--- src/inc/roc_defs.svh ---
// Constants for the relay output conditioner
`ifndef ROC_DEFS_SVH
`define ROC_DEFS_SVH

`define ROC_CLK_HZ          40000000
`define ROC_TICK_PERIOD_MS  1
`define ROC_TICK_CYCLES     (`ROC_CLK_HZ / 1000 * `ROC_TICK_PERIOD_MS)

`define ROC_CH_STRIDE       8'h10
`define ROC_OFS_ASSIGN      8'h00
`define ROC_OFS_DELAY       8'h04
`define ROC_OFS_HOLD        8'h08
`define ROC_OFS_POLARITY    8'h0C
`define ROC_OFS_STATUS      8'h20

`define ROC_SEL_NONE        8'h00
`define ROC_SEL_NO_FAULT    8'h01
`define ROC_SEL_OUT_CONT    8'h02
`define ROC_SEL_DC_PRE      8'h03
`define ROC_SEL_LINE_CONT   8'h04
`define ROC_SEL_GEN_BASE    8'h10
`define ROC_SEL_GEN_LAST    8'h1B
`define ROC_GEN_COUNT       12

`define ROC_DELAY_MAX       16'hEA60
`define ROC_HOLD_MAX        16'h270F
`define ROC_DELAY_RESET     16'h0000
`define ROC_HOLD_RESET      16'h0000
`define ROC_POL_RESET       1'b1

`define ROC_STAT_CARD_LSB   0
`define ROC_STAT_COIL_LSB   2
`define ROC_STAT_ACT_LSB    4

`endif

--- src/inc/roc_pkg.sv ---
// Types for the relay output conditioner
package roc_pkg;

    typedef enum logic [1:0] {
        ROC_IDLE,
        ROC_ON_WAIT,
        ROC_ACTIVE,
        ROC_OFF_WAIT
    } roc_state_type;

endpackage : roc_pkg

--- src/roc_timer.sv ---
// Turn-on delay and holding time sequencer for one relay
`include "roc_defs.svh"

module roc_timer (
    input  wire logic        clk,
    input  wire logic        resetn,
    input  wire logic        tick,
    input  wire logic        cond,
    input  wire logic [15:0] delay,
    input  wire logic [15:0] hold,
    output logic             active
);

    roc_pkg::roc_state_type state;
    roc_pkg::roc_state_type next_state;
    logic [15:0]            count;
    logic [15:0]            next_count;
    logic                   next_active;

    // Counting until count reaches the limit on a tick guarantees the full time, up to 1 ms more
    always_comb begin
        next_state = state;
        next_count = count;
        case (state)
            roc_pkg::ROC_IDLE: begin
                if (cond) begin
                    next_count = 16'h0000;
                    next_state = (delay == 16'h0000) ? roc_pkg::ROC_ACTIVE : roc_pkg::ROC_ON_WAIT;
                end
            end
            roc_pkg::ROC_ON_WAIT: begin
                if (!cond) begin
                    next_state = roc_pkg::ROC_IDLE;
                end else if (tick) begin
                    if (count >= delay) begin
                        next_state = roc_pkg::ROC_ACTIVE;
                    end else begin
                        next_count = count + 16'h0001;
                    end
                end
            end
            roc_pkg::ROC_ACTIVE: begin
                if (!cond) begin
                    next_count = 16'h0000;
                    next_state = (hold == 16'h0000) ? roc_pkg::ROC_IDLE : roc_pkg::ROC_OFF_WAIT;
                end
            end
            roc_pkg::ROC_OFF_WAIT: begin
                if (cond) begin
                    next_state = roc_pkg::ROC_ACTIVE;
                end else if (tick) begin
                    if (count >= hold) begin
                        next_state = roc_pkg::ROC_IDLE;
                    end else begin
                        next_count = count + 16'h0001;
                    end
                end
            end
            default: begin
                next_state = roc_pkg::ROC_IDLE;
                next_count = 16'h0000;
            end
        endcase
        next_active = (next_state == roc_pkg::ROC_ACTIVE) || (next_state == roc_pkg::ROC_OFF_WAIT);
    end

    always_ff @(posedge clk or negedge resetn) begin
        if (!resetn) begin
            state  <= roc_pkg::ROC_IDLE;
            count  <= 16'h0000;
            active <= 1'b0;
        end else begin
            state  <= next_state;
            count  <= next_count;
            active <= next_active;
        end
    end

endmodule : roc_timer

--- src/roc_top.sv ---
// Relay output conditioner: APB registers, millisecond tick and two relay channels
`include "roc_defs.svh"

module roc_top #(
    parameter int TICK_CYCLES = `ROC_TICK_CYCLES
) (
    input  wire logic        CLK,
    input  wire logic        RESETN,
    input  wire logic        PSEL,
    input  wire logic        PENABLE,
    input  wire logic        PWRITE,
    input  wire logic [7:0]  PADDR,
    input  wire logic [31:0] PWDATA,
    output logic [31:0]      PRDATA,
    output logic             PREADY,
    output logic             PSLVERR,
    input  wire logic [1:0]  CARD_PRESENT,
    input  wire logic        NO_FAULT,
    input  wire logic        OUTPUT_CONTACTOR_CMD,
    input  wire logic        DC_PRECHARGE_CMD,
    input  wire logic        LINE_CONTACTOR_CMD,
    input  wire logic [11:0] STATUS_COND,
    output wire logic [1:0]  RELAY_COIL
);

    logic [15:0] tick_count;
    logic [15:0] next_tick_count;
    logic        tick;
    logic        next_tick;
    logic [1:0]  card_meta;
    logic [1:0]  card_sync;
    logic [1:0]  ch_hit;
    logic [1:0]  ch_bad;
    logic [1:0]  ch_active;
    logic [1:0]  ch_coil;
    logic [1:0][31:0] ch_rdata;
    logic        status_hit;
    logic        wr_en;
    logic        setup;
    logic [31:0] next_prdata;
    logic        next_pready;
    logic        next_pslverr;

    // Delay is fixed at zero for these
    function automatic logic lock_delay(input logic [7:0] sel);
        lock_delay = (sel == `ROC_SEL_NO_FAULT) || (sel == `ROC_SEL_OUT_CONT) ||
                     (sel == `ROC_SEL_DC_PRE) || (sel == `ROC_SEL_LINE_CONT);
    endfunction : lock_delay

    // Holding time and polarity are fixed for these
    function automatic logic lock_hold(input logic [7:0] sel);
        lock_hold = (sel == `ROC_SEL_NO_FAULT) || (sel == `ROC_SEL_DC_PRE) ||
                    (sel == `ROC_SEL_LINE_CONT);
    endfunction : lock_hold

    function automatic logic sel_valid(input logic [7:0] sel);
        sel_valid = (sel <= `ROC_SEL_LINE_CONT) ||
                    ((sel >= `ROC_SEL_GEN_BASE) && (sel <= `ROC_SEL_GEN_LAST));
    endfunction : sel_valid

    function automatic logic sel_cond(input logic [7:0] sel, input logic [15:0] conds);
        logic [7:0] idx;
        idx = sel - `ROC_SEL_GEN_BASE;
        case (sel)
            `ROC_SEL_NO_FAULT:  sel_cond = conds[0];
            `ROC_SEL_OUT_CONT:  sel_cond = conds[1];
            `ROC_SEL_DC_PRE:    sel_cond = conds[2];
            `ROC_SEL_LINE_CONT: sel_cond = conds[3];
            default: begin
                if ((sel >= `ROC_SEL_GEN_BASE) && (sel <= `ROC_SEL_GEN_LAST)) begin
                    sel_cond = conds[4 + idx[3:0]];
                end else begin
                    sel_cond = 1'b0;
                end
            end
        endcase
    endfunction : sel_cond

    // Millisecond tick shared by both channels
    always_comb begin
        next_tick = 1'b0;
        next_tick_count = tick_count + 16'h0001;
        if (tick_count >= 16'(TICK_CYCLES - 1)) begin
            next_tick_count = 16'h0000;
            next_tick = 1'b1;
        end
    end

    always_ff @(posedge CLK or negedge RESETN) begin
        if (!RESETN) begin
            tick_count <= 16'h0000;
            tick       <= 1'b0;
        end else begin
            tick_count <= next_tick_count;
            tick       <= next_tick;
        end
    end

    // Card presence pins are asynchronous to CLK
    always_ff @(posedge CLK or negedge RESETN) begin
        if (!RESETN) begin
            card_meta <= 2'h0;
            card_sync <= 2'h0;
        end else begin
            card_meta <= CARD_PRESENT;
            card_sync <= card_meta;
        end
    end

    assign setup = PSEL && !PENABLE;
    assign wr_en = PSEL && PENABLE && PWRITE && PREADY;

    for (genvar g = 0; g < 2; g++) begin : gen_ch
        localparam logic [7:0] BASE = 8'(g * `ROC_CH_STRIDE);
        logic [7:0]  sel;
        logic [7:0]  next_sel;
        logic [15:0] delay;
        logic [15:0] next_delay;
        logic [15:0] hold;
        logic [15:0] next_hold;
        logic        pol;
        logic        next_pol;
        logic        coil;
        logic        next_coil;
        logic        cond;
        logic        hit_sel;
        logic        hit_delay;
        logic        hit_hold;
        logic        hit_pol;

        assign hit_sel   = PADDR == BASE + `ROC_OFS_ASSIGN;
        assign hit_delay = PADDR == BASE + `ROC_OFS_DELAY;
        assign hit_hold  = PADDR == BASE + `ROC_OFS_HOLD;
        assign hit_pol   = PADDR == BASE + `ROC_OFS_POLARITY;
        assign ch_hit[g] = hit_sel || hit_delay || hit_hold || hit_pol;
        // Out-of-range values are refused with an error, not clamped
        assign ch_bad[g] = (hit_sel && !sel_valid(PWDATA[7:0])) || (PWDATA[31:16] != 16'h0000) ||
                           (hit_delay && (PWDATA[15:0] > `ROC_DELAY_MAX)) ||
                           (hit_hold && (PWDATA[15:0] > `ROC_HOLD_MAX));
        assign cond = sel_cond(sel, {STATUS_COND, LINE_CONTACTOR_CMD, DC_PRECHARGE_CMD,
                                     OUTPUT_CONTACTOR_CMD, NO_FAULT});

        always_comb begin
            next_sel   = sel;
            next_delay = delay;
            next_hold  = hold;
            next_pol   = pol;
            if (!card_sync[g]) begin
                // Settings fall back to defaults while the card is missing
                next_sel   = `ROC_SEL_NONE;
                next_delay = `ROC_DELAY_RESET;
                next_hold  = `ROC_HOLD_RESET;
                next_pol   = `ROC_POL_RESET;
            end else if (wr_en && ch_hit[g] && !ch_bad[g]) begin
                if (hit_sel) begin
                    next_sel = PWDATA[7:0];
                end
                if (hit_delay && !lock_delay(sel)) begin
                    next_delay = PWDATA[15:0];
                end
                if (hit_hold && !lock_hold(sel)) begin
                    next_hold = PWDATA[15:0];
                end
                if (hit_pol && !lock_hold(sel)) begin
                    next_pol = PWDATA[0];
                end
            end
            if (lock_delay(next_sel)) begin
                next_delay = 16'h0000;
            end
            if (lock_hold(next_sel)) begin
                next_hold = 16'h0000;
                next_pol  = 1'b1;
            end
            // No card, no coil drive regardless of polarity
            next_coil = card_sync[g] && (pol ? ch_active[g] : !ch_active[g]);
        end

        always_ff @(posedge CLK or negedge RESETN) begin
            if (!RESETN) begin
                sel   <= `ROC_SEL_NONE;
                delay <= `ROC_DELAY_RESET;
                hold  <= `ROC_HOLD_RESET;
                pol   <= `ROC_POL_RESET;
                coil  <= 1'b0;
            end else begin
                sel   <= next_sel;
                delay <= next_delay;
                hold  <= next_hold;
                pol   <= next_pol;
                coil  <= next_coil;
            end
        end

        roc_timer u_timer (
            .clk    (CLK),
            .resetn (RESETN),
            .tick   (tick),
            .cond   (cond),
            .delay  (delay),
            .hold   (hold),
            .active (ch_active[g])
        );

        assign ch_coil[g]    = coil;
        assign RELAY_COIL[g] = coil;
        assign ch_rdata[g]   = !card_sync[g] ? 32'h0000_0000 :
                               hit_sel   ? {24'h00_0000, sel} :
                               hit_delay ? {16'h0000, delay} :
                               hit_hold  ? {16'h0000, hold} :
                               hit_pol   ? {31'h0000_0000, pol} : 32'h0000_0000;
    end

    assign status_hit = PADDR == `ROC_OFS_STATUS;

    // Answer prepared in setup so PREADY, PRDATA and PSLVERR all come from flops
    always_comb begin
        next_pready  = setup;
        next_pslverr = 1'b0;
        next_prdata  = 32'h0000_0000;
        if (setup) begin
            if (status_hit) begin
                next_prdata[`ROC_STAT_CARD_LSB +: 2] = card_sync;
                next_prdata[`ROC_STAT_COIL_LSB +: 2] = ch_coil;
                next_prdata[`ROC_STAT_ACT_LSB +: 2]  = ch_active;
            end else if (ch_hit[0]) begin
                next_prdata = ch_rdata[0];
            end else if (ch_hit[1]) begin
                next_prdata = ch_rdata[1];
            end
            next_pslverr = !(status_hit || (|ch_hit)) || (PWRITE && (|(ch_bad & ch_hit)));
            if (PWRITE) begin
                next_prdata = 32'h0000_0000;
            end
        end
    end

    always_ff @(posedge CLK or negedge RESETN) begin
        if (!RESETN) begin
            PRDATA  <= 32'h0000_0000;
            PREADY  <= 1'b0;
            PSLVERR <= 1'b0;
        end else begin
            PRDATA  <= next_prdata;
            PREADY  <= next_pready;
            PSLVERR <= next_pslverr;
        end
    end

endmodule : roc_top

--- config.mk ---
export PLATFORM = sky130hd
export DESIGN_NAME = roc_top
export DESIGN_NICKNAME = d
export VERILOG_FILES = /design/src/inc/roc_pkg.sv /design/src/roc_timer.sv /design/src/roc_top.sv
export VERILOG_INCLUDE_DIRS = /design/src /design/src/inc
export SDC_FILE = /design/constraint.sdc
export NUM_CORES = 1
export LEC_CHECK = 0
export ABC_CLOCK_PERIOD_IN_PS = 3700
export BUFFER_PORTS_ARGS = -buffer_cell sky130_fd_sc_hd__clkbuf_2
export CORE_MARGIN = 3
export CORE_UTILIZATION = 35
export CTS_CLUSTER_SIZE = 8
export DETAILED_ROUTE_END_ITERATION = 12
export PLACE_DENSITY = 0.53
export SLEW_MARGIN = 20
export SYNTH_ARGS = -nofsm -noshare
export SYNTH_HDL_FRONTEND = slang
export SYNTH_SLANG_ARGS = --single-unit
--- constraint.sdc ---
create_clock -name CLK -period 3.7 [get_ports CLK]
set_clock_uncertainty 0.1 [all_clocks]
set_input_delay 0.185 -clock CLK [delete_from_list [all_inputs] [get_ports CLK]]
set_output_delay 0.185 -clock CLK [all_outputs]
set_load 0.01 [all_outputs]
# Yosys cells after proc, flatten, opt, wreduce, memory -nomap -nowiden
# Index checks and enable logic that the tools add are counted.
[op_classes]
addsub = 7
order_cmp = 16
eq_ne = 60
mux = 99
bitwise_logic = 1
n_reduce_logical = 92
[op_table]
columns = ["operator", "n"]
rows = [
  ["$mux 16", 42],
  ["$pmux 16 s4", 2],
  ["$mux 32", 3],
  ["$eq 8x2->1 const B", 8],
  ["$ge 16x16->1", 4],
  ["$logic_not 16->1", 4],
  ["$add 16x1->16 const B", 3],
  ["$mux 8", 6],
  ["$eq 8x3->1 const B", 5],
  ["$mux 2", 20],
  ["$logic_or 1x1->1", 37],
  ["$eq 8x1->1 const B", 4],
  ["$eq 8x5->1 const B", 4],
  ["$ne 3x1->1 const B", 10],
  ["$logic_and 1x1->1", 26],
  ["$mux 26", 1],
  ["$ge 8x5->1 const B", 3],
  ["$le 8x5->1 const B", 3],
  ["$ne 2x2->1 const B", 12],
  ["$mux 1", 18],
  ["$eq 2x2->1 const B", 8],
  ["$eq 8x4->1 const B", 2],
  ["$ge 16x16->1 const B", 1],
  ["$gt 16x14->1 const B", 1],
  ["other kinds (20)", 48],
]
[word_totals]
ff_bits = 177
inputBits = 63
output_inout_bits = 36
word_cells = 298

# Logic depth before layout (Yosys ltp)
[logic_depth]
word_depth = 18
depth_mapped = 11

# Modules after synthesis
# Synthesis repeated with hierarchy kept, for this count alone.
[hier_totals]
cells_unflattened = 1123
hier_area_um2 = 10735.3
[by_module_without_submodules]
columns = ["module", "n_inst", "cells_each", "area_each_um2", "seq_area_each_um2"]
rows = [
  ["roc_top", 1, 641, 6814.0, 3080.5],
  ["roc_timer", 2, 241, 1960.6, 475.5],
]

# Worst setup path after synthesis
# Ideal clock, no wire load.
[synth_timing]
kind = "register to register"
startpoint = "register gen_ch[0].sel[2]"
endpoint = "register gen_ch[0].u_timer.count[15]"
setup_time_ps = 80
t_arrival_ps = 2799
required_ps = 3520
slack_ps = 721
stages_incl_launch_ff = 12
n_path_buf = 2
synth_period_minus_slack_ps = 2979
cell_sequence = "dfrtp_1 > buf_6 > inv_1 > ha_1 > mux4_2 > mux4_2 > nand2_2 > a211oi_4 > or3_1 > buf_6 > a2111o_1 > o211ai_2"
[synth_via]
elab_chain_len = 8
[synth_lines]
columns = ["element", "line", "text"]
rows = [
  ["from (decl)", "roc_top.sv:115", "logic [7:0] sel;"],
  ["from (signal assigned)", "roc_top.sv:181", "sel <= `ROC_SEL_NONE;"],
  ["from (signal assigned)", "roc_top.sv:187", "sel <= next_sel;"],
  ["$sub 4x1->4 (no line)", "n/a", ""],
  ["$add 3x4->5", "roc_top.sv:71", "sel_cond = conds[4 + idx[3:0]];"],
  ["$bmux 1 s4", "roc_top.sv:71", ""],
  ["$mux 1 (implied by the code)", "roc_top.sv:71", ""],
  ["$mux 1", "roc_top.sv:70", "if ((sel >= `ROC_SEL_GEN_BASE) && (sel <= `ROC_SEL_GEN_LAST)) begin"],
  ["$pmux 1 s4 (*)", "roc_top.sv:64", "case (sel)"],
  ["$ne 2x2->1 (no line) or $ne 2x1->1 (tied branches)", "n/a", ""],
  ["$reduce_and 8->1 (no line) (*)", "n/a", ""],
  ["to (signal assigned)", "roc_timer.sv:74", "count <= next_count;"],
  ["to (decl)", "roc_timer.sv:16", "logic [15:0] count;"],
]
# Mark *: on every way between the ends. The rest lies on a longest branch, timed or not. The select of a mux whose other input is x is not followed.
# A chain may end at the register's enable or synchronous reset.

# Final worst setup path
[layout_timing]
startpoint = "register gen_ch[1].sel[2]"
endpoint = "register gen_ch[1].u_timer.count[1]"
[layout_via]
elab_chain_len = 8
[layout_lines]
columns = ["element", "line"]
rows = [
  ["from (decl)", "roc_top.sv:115"],
  ["from (signal assigned)", "roc_top.sv:181"],
  ["from (signal assigned)", "roc_top.sv:187"],
  ["$sub 4x1->4 (no line)", "n/a"],
  ["$add 3x4->5", "roc_top.sv:71"],
  ["$bmux 1 s4", "roc_top.sv:71"],
  ["$mux 1 (implied by the code)", "roc_top.sv:71"],
  ["$mux 1", "roc_top.sv:70"],
  ["$pmux 1 s4 (*)", "roc_top.sv:64"],
  ["$ne 2x2->1 (no line) or $ne 2x1->1 (tied branches)", "n/a"],
  ["$reduce_and 8->1 (no line) (*)", "n/a"],
  ["to (signal assigned)", "roc_timer.sv:74"],
  ["to (decl)", "roc_timer.sv:16"],
]
# Marks and branches as above.

==> results_dict.tcl <==
set metrics [dict create \
    max_slew_margin_pct 39.91 \
    post-dp-hpwl_mm 24.48 \
    crit_cells 11 \
    cts_buffer_depth 2 \
    cts_tree "built" \
    ys_seq_elements 161 \
    numCtsBuffers 17 \
    synthFlopType "dfrtp_1" \
    max_freq_mhz 313.0 \
    rr_endpoint "gen_ch[1].u_timer.count[1]" \
    core_area_mm2 0.02987 \
    fillers 2979 \
    crit_chain "inv_1 > ha_1 > mux4_2 > mux2i_1 > mux2i_1 > a2bb2oi_1 > buf_4 > mux2_2 > nor3_2 > buf_4 > mux2i_1" \
    synth_edf_count 0 \
    antenna_found_initial 0 \
    tns_ns 0 \
    hold_class "input pin to register" \
    critPathMaxStageDelay_ns 0.49 \
    vias_per_cell 5.669 \
    cts_resized 0 \
    power_leakage_nw 5.310 \
    powerDensity_mw_per_mm2 307.4 \
    hold_depth 3 \
    root_buffer "clkbuf_16" \
    yosysTopAreaCellShare_pct 37.13 \
    ios 99 \
    n_antenna_cell 0 \
    start_kind "register" \
    maxCapViolCount 0 \
    post-route-period-util_pct 86.35 \
    synthArstFlopShare_pct 100.0 \
    nNetsFinal 1380 \
    worstPathRequired_ns 3.97 \
    path_max_fanout 11 \
    start_util_pct 35.87 \
    grt_start_max_net_pins 76 \
    htreeDepth 4 \
    cp_top_family "multiplexers" \
    arrival_ns 3.47 \
    place_congestion 0.8651 \
    irDropWorstVdd_mv 0.3184 \
    slowest_stage "dfrtp_1" \
    crit_buf_inv 3 \
    grt_usage_pct 20.52 \
    die_x_um 181.0 \
    worst-slew-pin-transition_ns 0.9013 \
    fp.dieH_um 181.0 \
    area_growth_pct 14.20 \
    placed_cells 1604 \
    grt_overflow_total 0 \
    ys_seq_area_share_pct 37.62 \
    grt_pass1_vias 9185 \
    report.final.slew_viol_count 0 \
    die-area_mm2 0.03275 \
    wl_per_cell_um 20.42 \
    timing.final.crit_period_ns 3.195 \
    endpoint "gen_ch[1].u_timer.count[1]" \
    hold_viol_final 0 \
    clk_pin_slew_ns 0.07 \
    port_buffers 82 \
    ys.warnings.count 0 \
    hold_ws_ns 0.005588 \
    wl_mm 33.59 \
    synth.area.top_cells "dfrtp_1 37%, ha_1 8.8%, mux2i_1 4.7%" \
    cp_common_cell "mux2i_1" \
    status "finished clean" \
    first_pass_iters 5 \
    postRouteAntennaNets 0 \
    netlist_area_mm2 0.01072 \
    power_w 0.003762 \
    rows 63 \
    drcViolationCount 0 \
    synth_area_leader_cell "dfrtp_1" \
    clock_latency_ns 0.45 \
    regToRegSetupSlack_ns 0.51 \
    critPathKind "register to register" \
    syn_avg_cell_area_um2 9.262 \
    via_count 9325 \
    worst_r2r_startpoint "gen_ch[1].sel[2]" \
    reg2reg_depth 11 \
    drive_above_1_share_pct 14.42 \
    stdcell_count 1645 \
    syn_inst 1157 \
    end_kind "register" \
    ys_types 86 \
    rsz0062_at_grt "false" \
    drt-initial-drc-count 691 \
    setup_violations 0 \
    crit_start "gen_ch[1].sel[2]" \
    clkSinkCount 161 \
    grt_pass1_wl_mm 53.40 \
]
-- power by group --
part / internal (W) / switching (W) / total (W)
Combinational: 0.0000595 / 0.000148 / 0.000207
Sequential: 0.00176 / 0.00000123 / 0.00176
Clock: 0.000908 / 0.000884 / 0.00179
Total: 0.00273 / 0.00103 / 0.00376
-- final cells by class --
type / count / area, um2 / area share, %
Clock buffer: 17 / 425.4 / 3.476
Inverter: 86 / 322.8 / 2.638
Clock inverter: 15 / 165.2 / 1.350
Timing Repair Buffer: 124 / 767.0 / 6.267
Sequential cell: 161 / 4031 / 32.94
Tap cell: 390 / 488.0 / 3.987
Multi-Input combinational cell: 852 / 6038 / 49.34
-- registers in the layout, indices dropped and copies added, names as in the netlist, 4 cells and up --
| name | count |
|---|---|
| gen_ch.u_timer.count | 32 |
| PRDATA | 16 |
| gen_ch.sel | 16 |
| gen_ch.hold | 32 |
| tick_count | 16 |
| gen_ch.delay | 32 |
| gen_ch.u_timer.state | 4 |
-- per-stage QoR --
stage                     instance area [um2]  util, %  worst slack [ns]
after floorplan                         10770        -            0.7205
after global placement                  11560    38.69            0.5719
after global routing                    12240    40.96            0.2975
final                                   12240    40.96            0.5052
after detailed placement                11560    38.69            0.5236
after CTS                               12240    40.96            0.4940
-- worst min-delay path by stage --
stage / from / to
after global placement: RESETN / gen_ch[0].sel[0]
after floorplan: RESETN / PRDATA[0]
after global routing: PWDATA[15] / gen_ch[0].delay[15]
final: PWDATA[7] / gen_ch[0].delay[7]
after detailed placement: RESETN / PRDATA[2]
after CTS: PWDATA[7] / gen_ch[0].delay[7]
-- timing repair --
item	4_1_cts	5_1_grt
setup buffers	0	0
hold buffers	9	0
endpoints found under the hold margin	79	0
-- synthesized netlist by cell type, drive strengths merged, types with 29 or more instances --
| master | n |
|---|---|
| clkbuf | 41 |
| o21ai | 37 |
| dfrtp | 159 |
| ha | 75 |
| nand2 | 78 |
| a21oi | 87 |
| buf | 32 |
| nor2 | 99 |
| a22oi | 39 |
| inv | 85 |
| nor4 | 29 |
| mux2i | 51 |
| nand3 | 50 |
-- layer usage --
layer | wire length (um) | global-route usage [%]
met4 | 523 | 5.332
met3 | 1780 | 3.725
met1 | 15180 | 28.88
met2 | 16100 | 32.76
met5 | 0 | 0
-- worst reg2reg max path: cells and delay by family, from the launching register on --
kind	cells	cell delay, ns
AO/OA/AOI/OAI	1	0.22
adder cells (fa/ha/maj)	1	0.41
buffers and inverters	3	0.57
flip-flops	1	0.49
multiplexers	5	1.16
AND/OR/NAND/NOR	1	0.17
-- cell families (layout without fill, tap and decap cells) --
logic type	Yosys count	after routing	share of synthesized area, %
buf+inv	159	242	6.562
mux	63	63	7.040
xor+xnor	18	18	1.471
other cells	1	16	0.03499
fa+ha+maj	75	75	8.757
flops	161	161	37.62
simple gates	382	382	18.79
compound gates	298	298	19.73
-- layout by cell type, fill, tap and decap left out, drive strengths merged, types with 11 or more instances in the layout --
master	instances
nand4	20
a22o	17
ha	75
nand3	50
and3	24
o211ai	11
a21o	15
dfrtp	159
a22oi	39
a222oi	13
nor2	99
mux2i	51
nand2	78
buf	34
nor4	29
inv	93
clkbuf	98
o21ai	37
a21oi	87
nand2b	19
conb	16
Note: power is estimated with default switching activity, not from simulation.
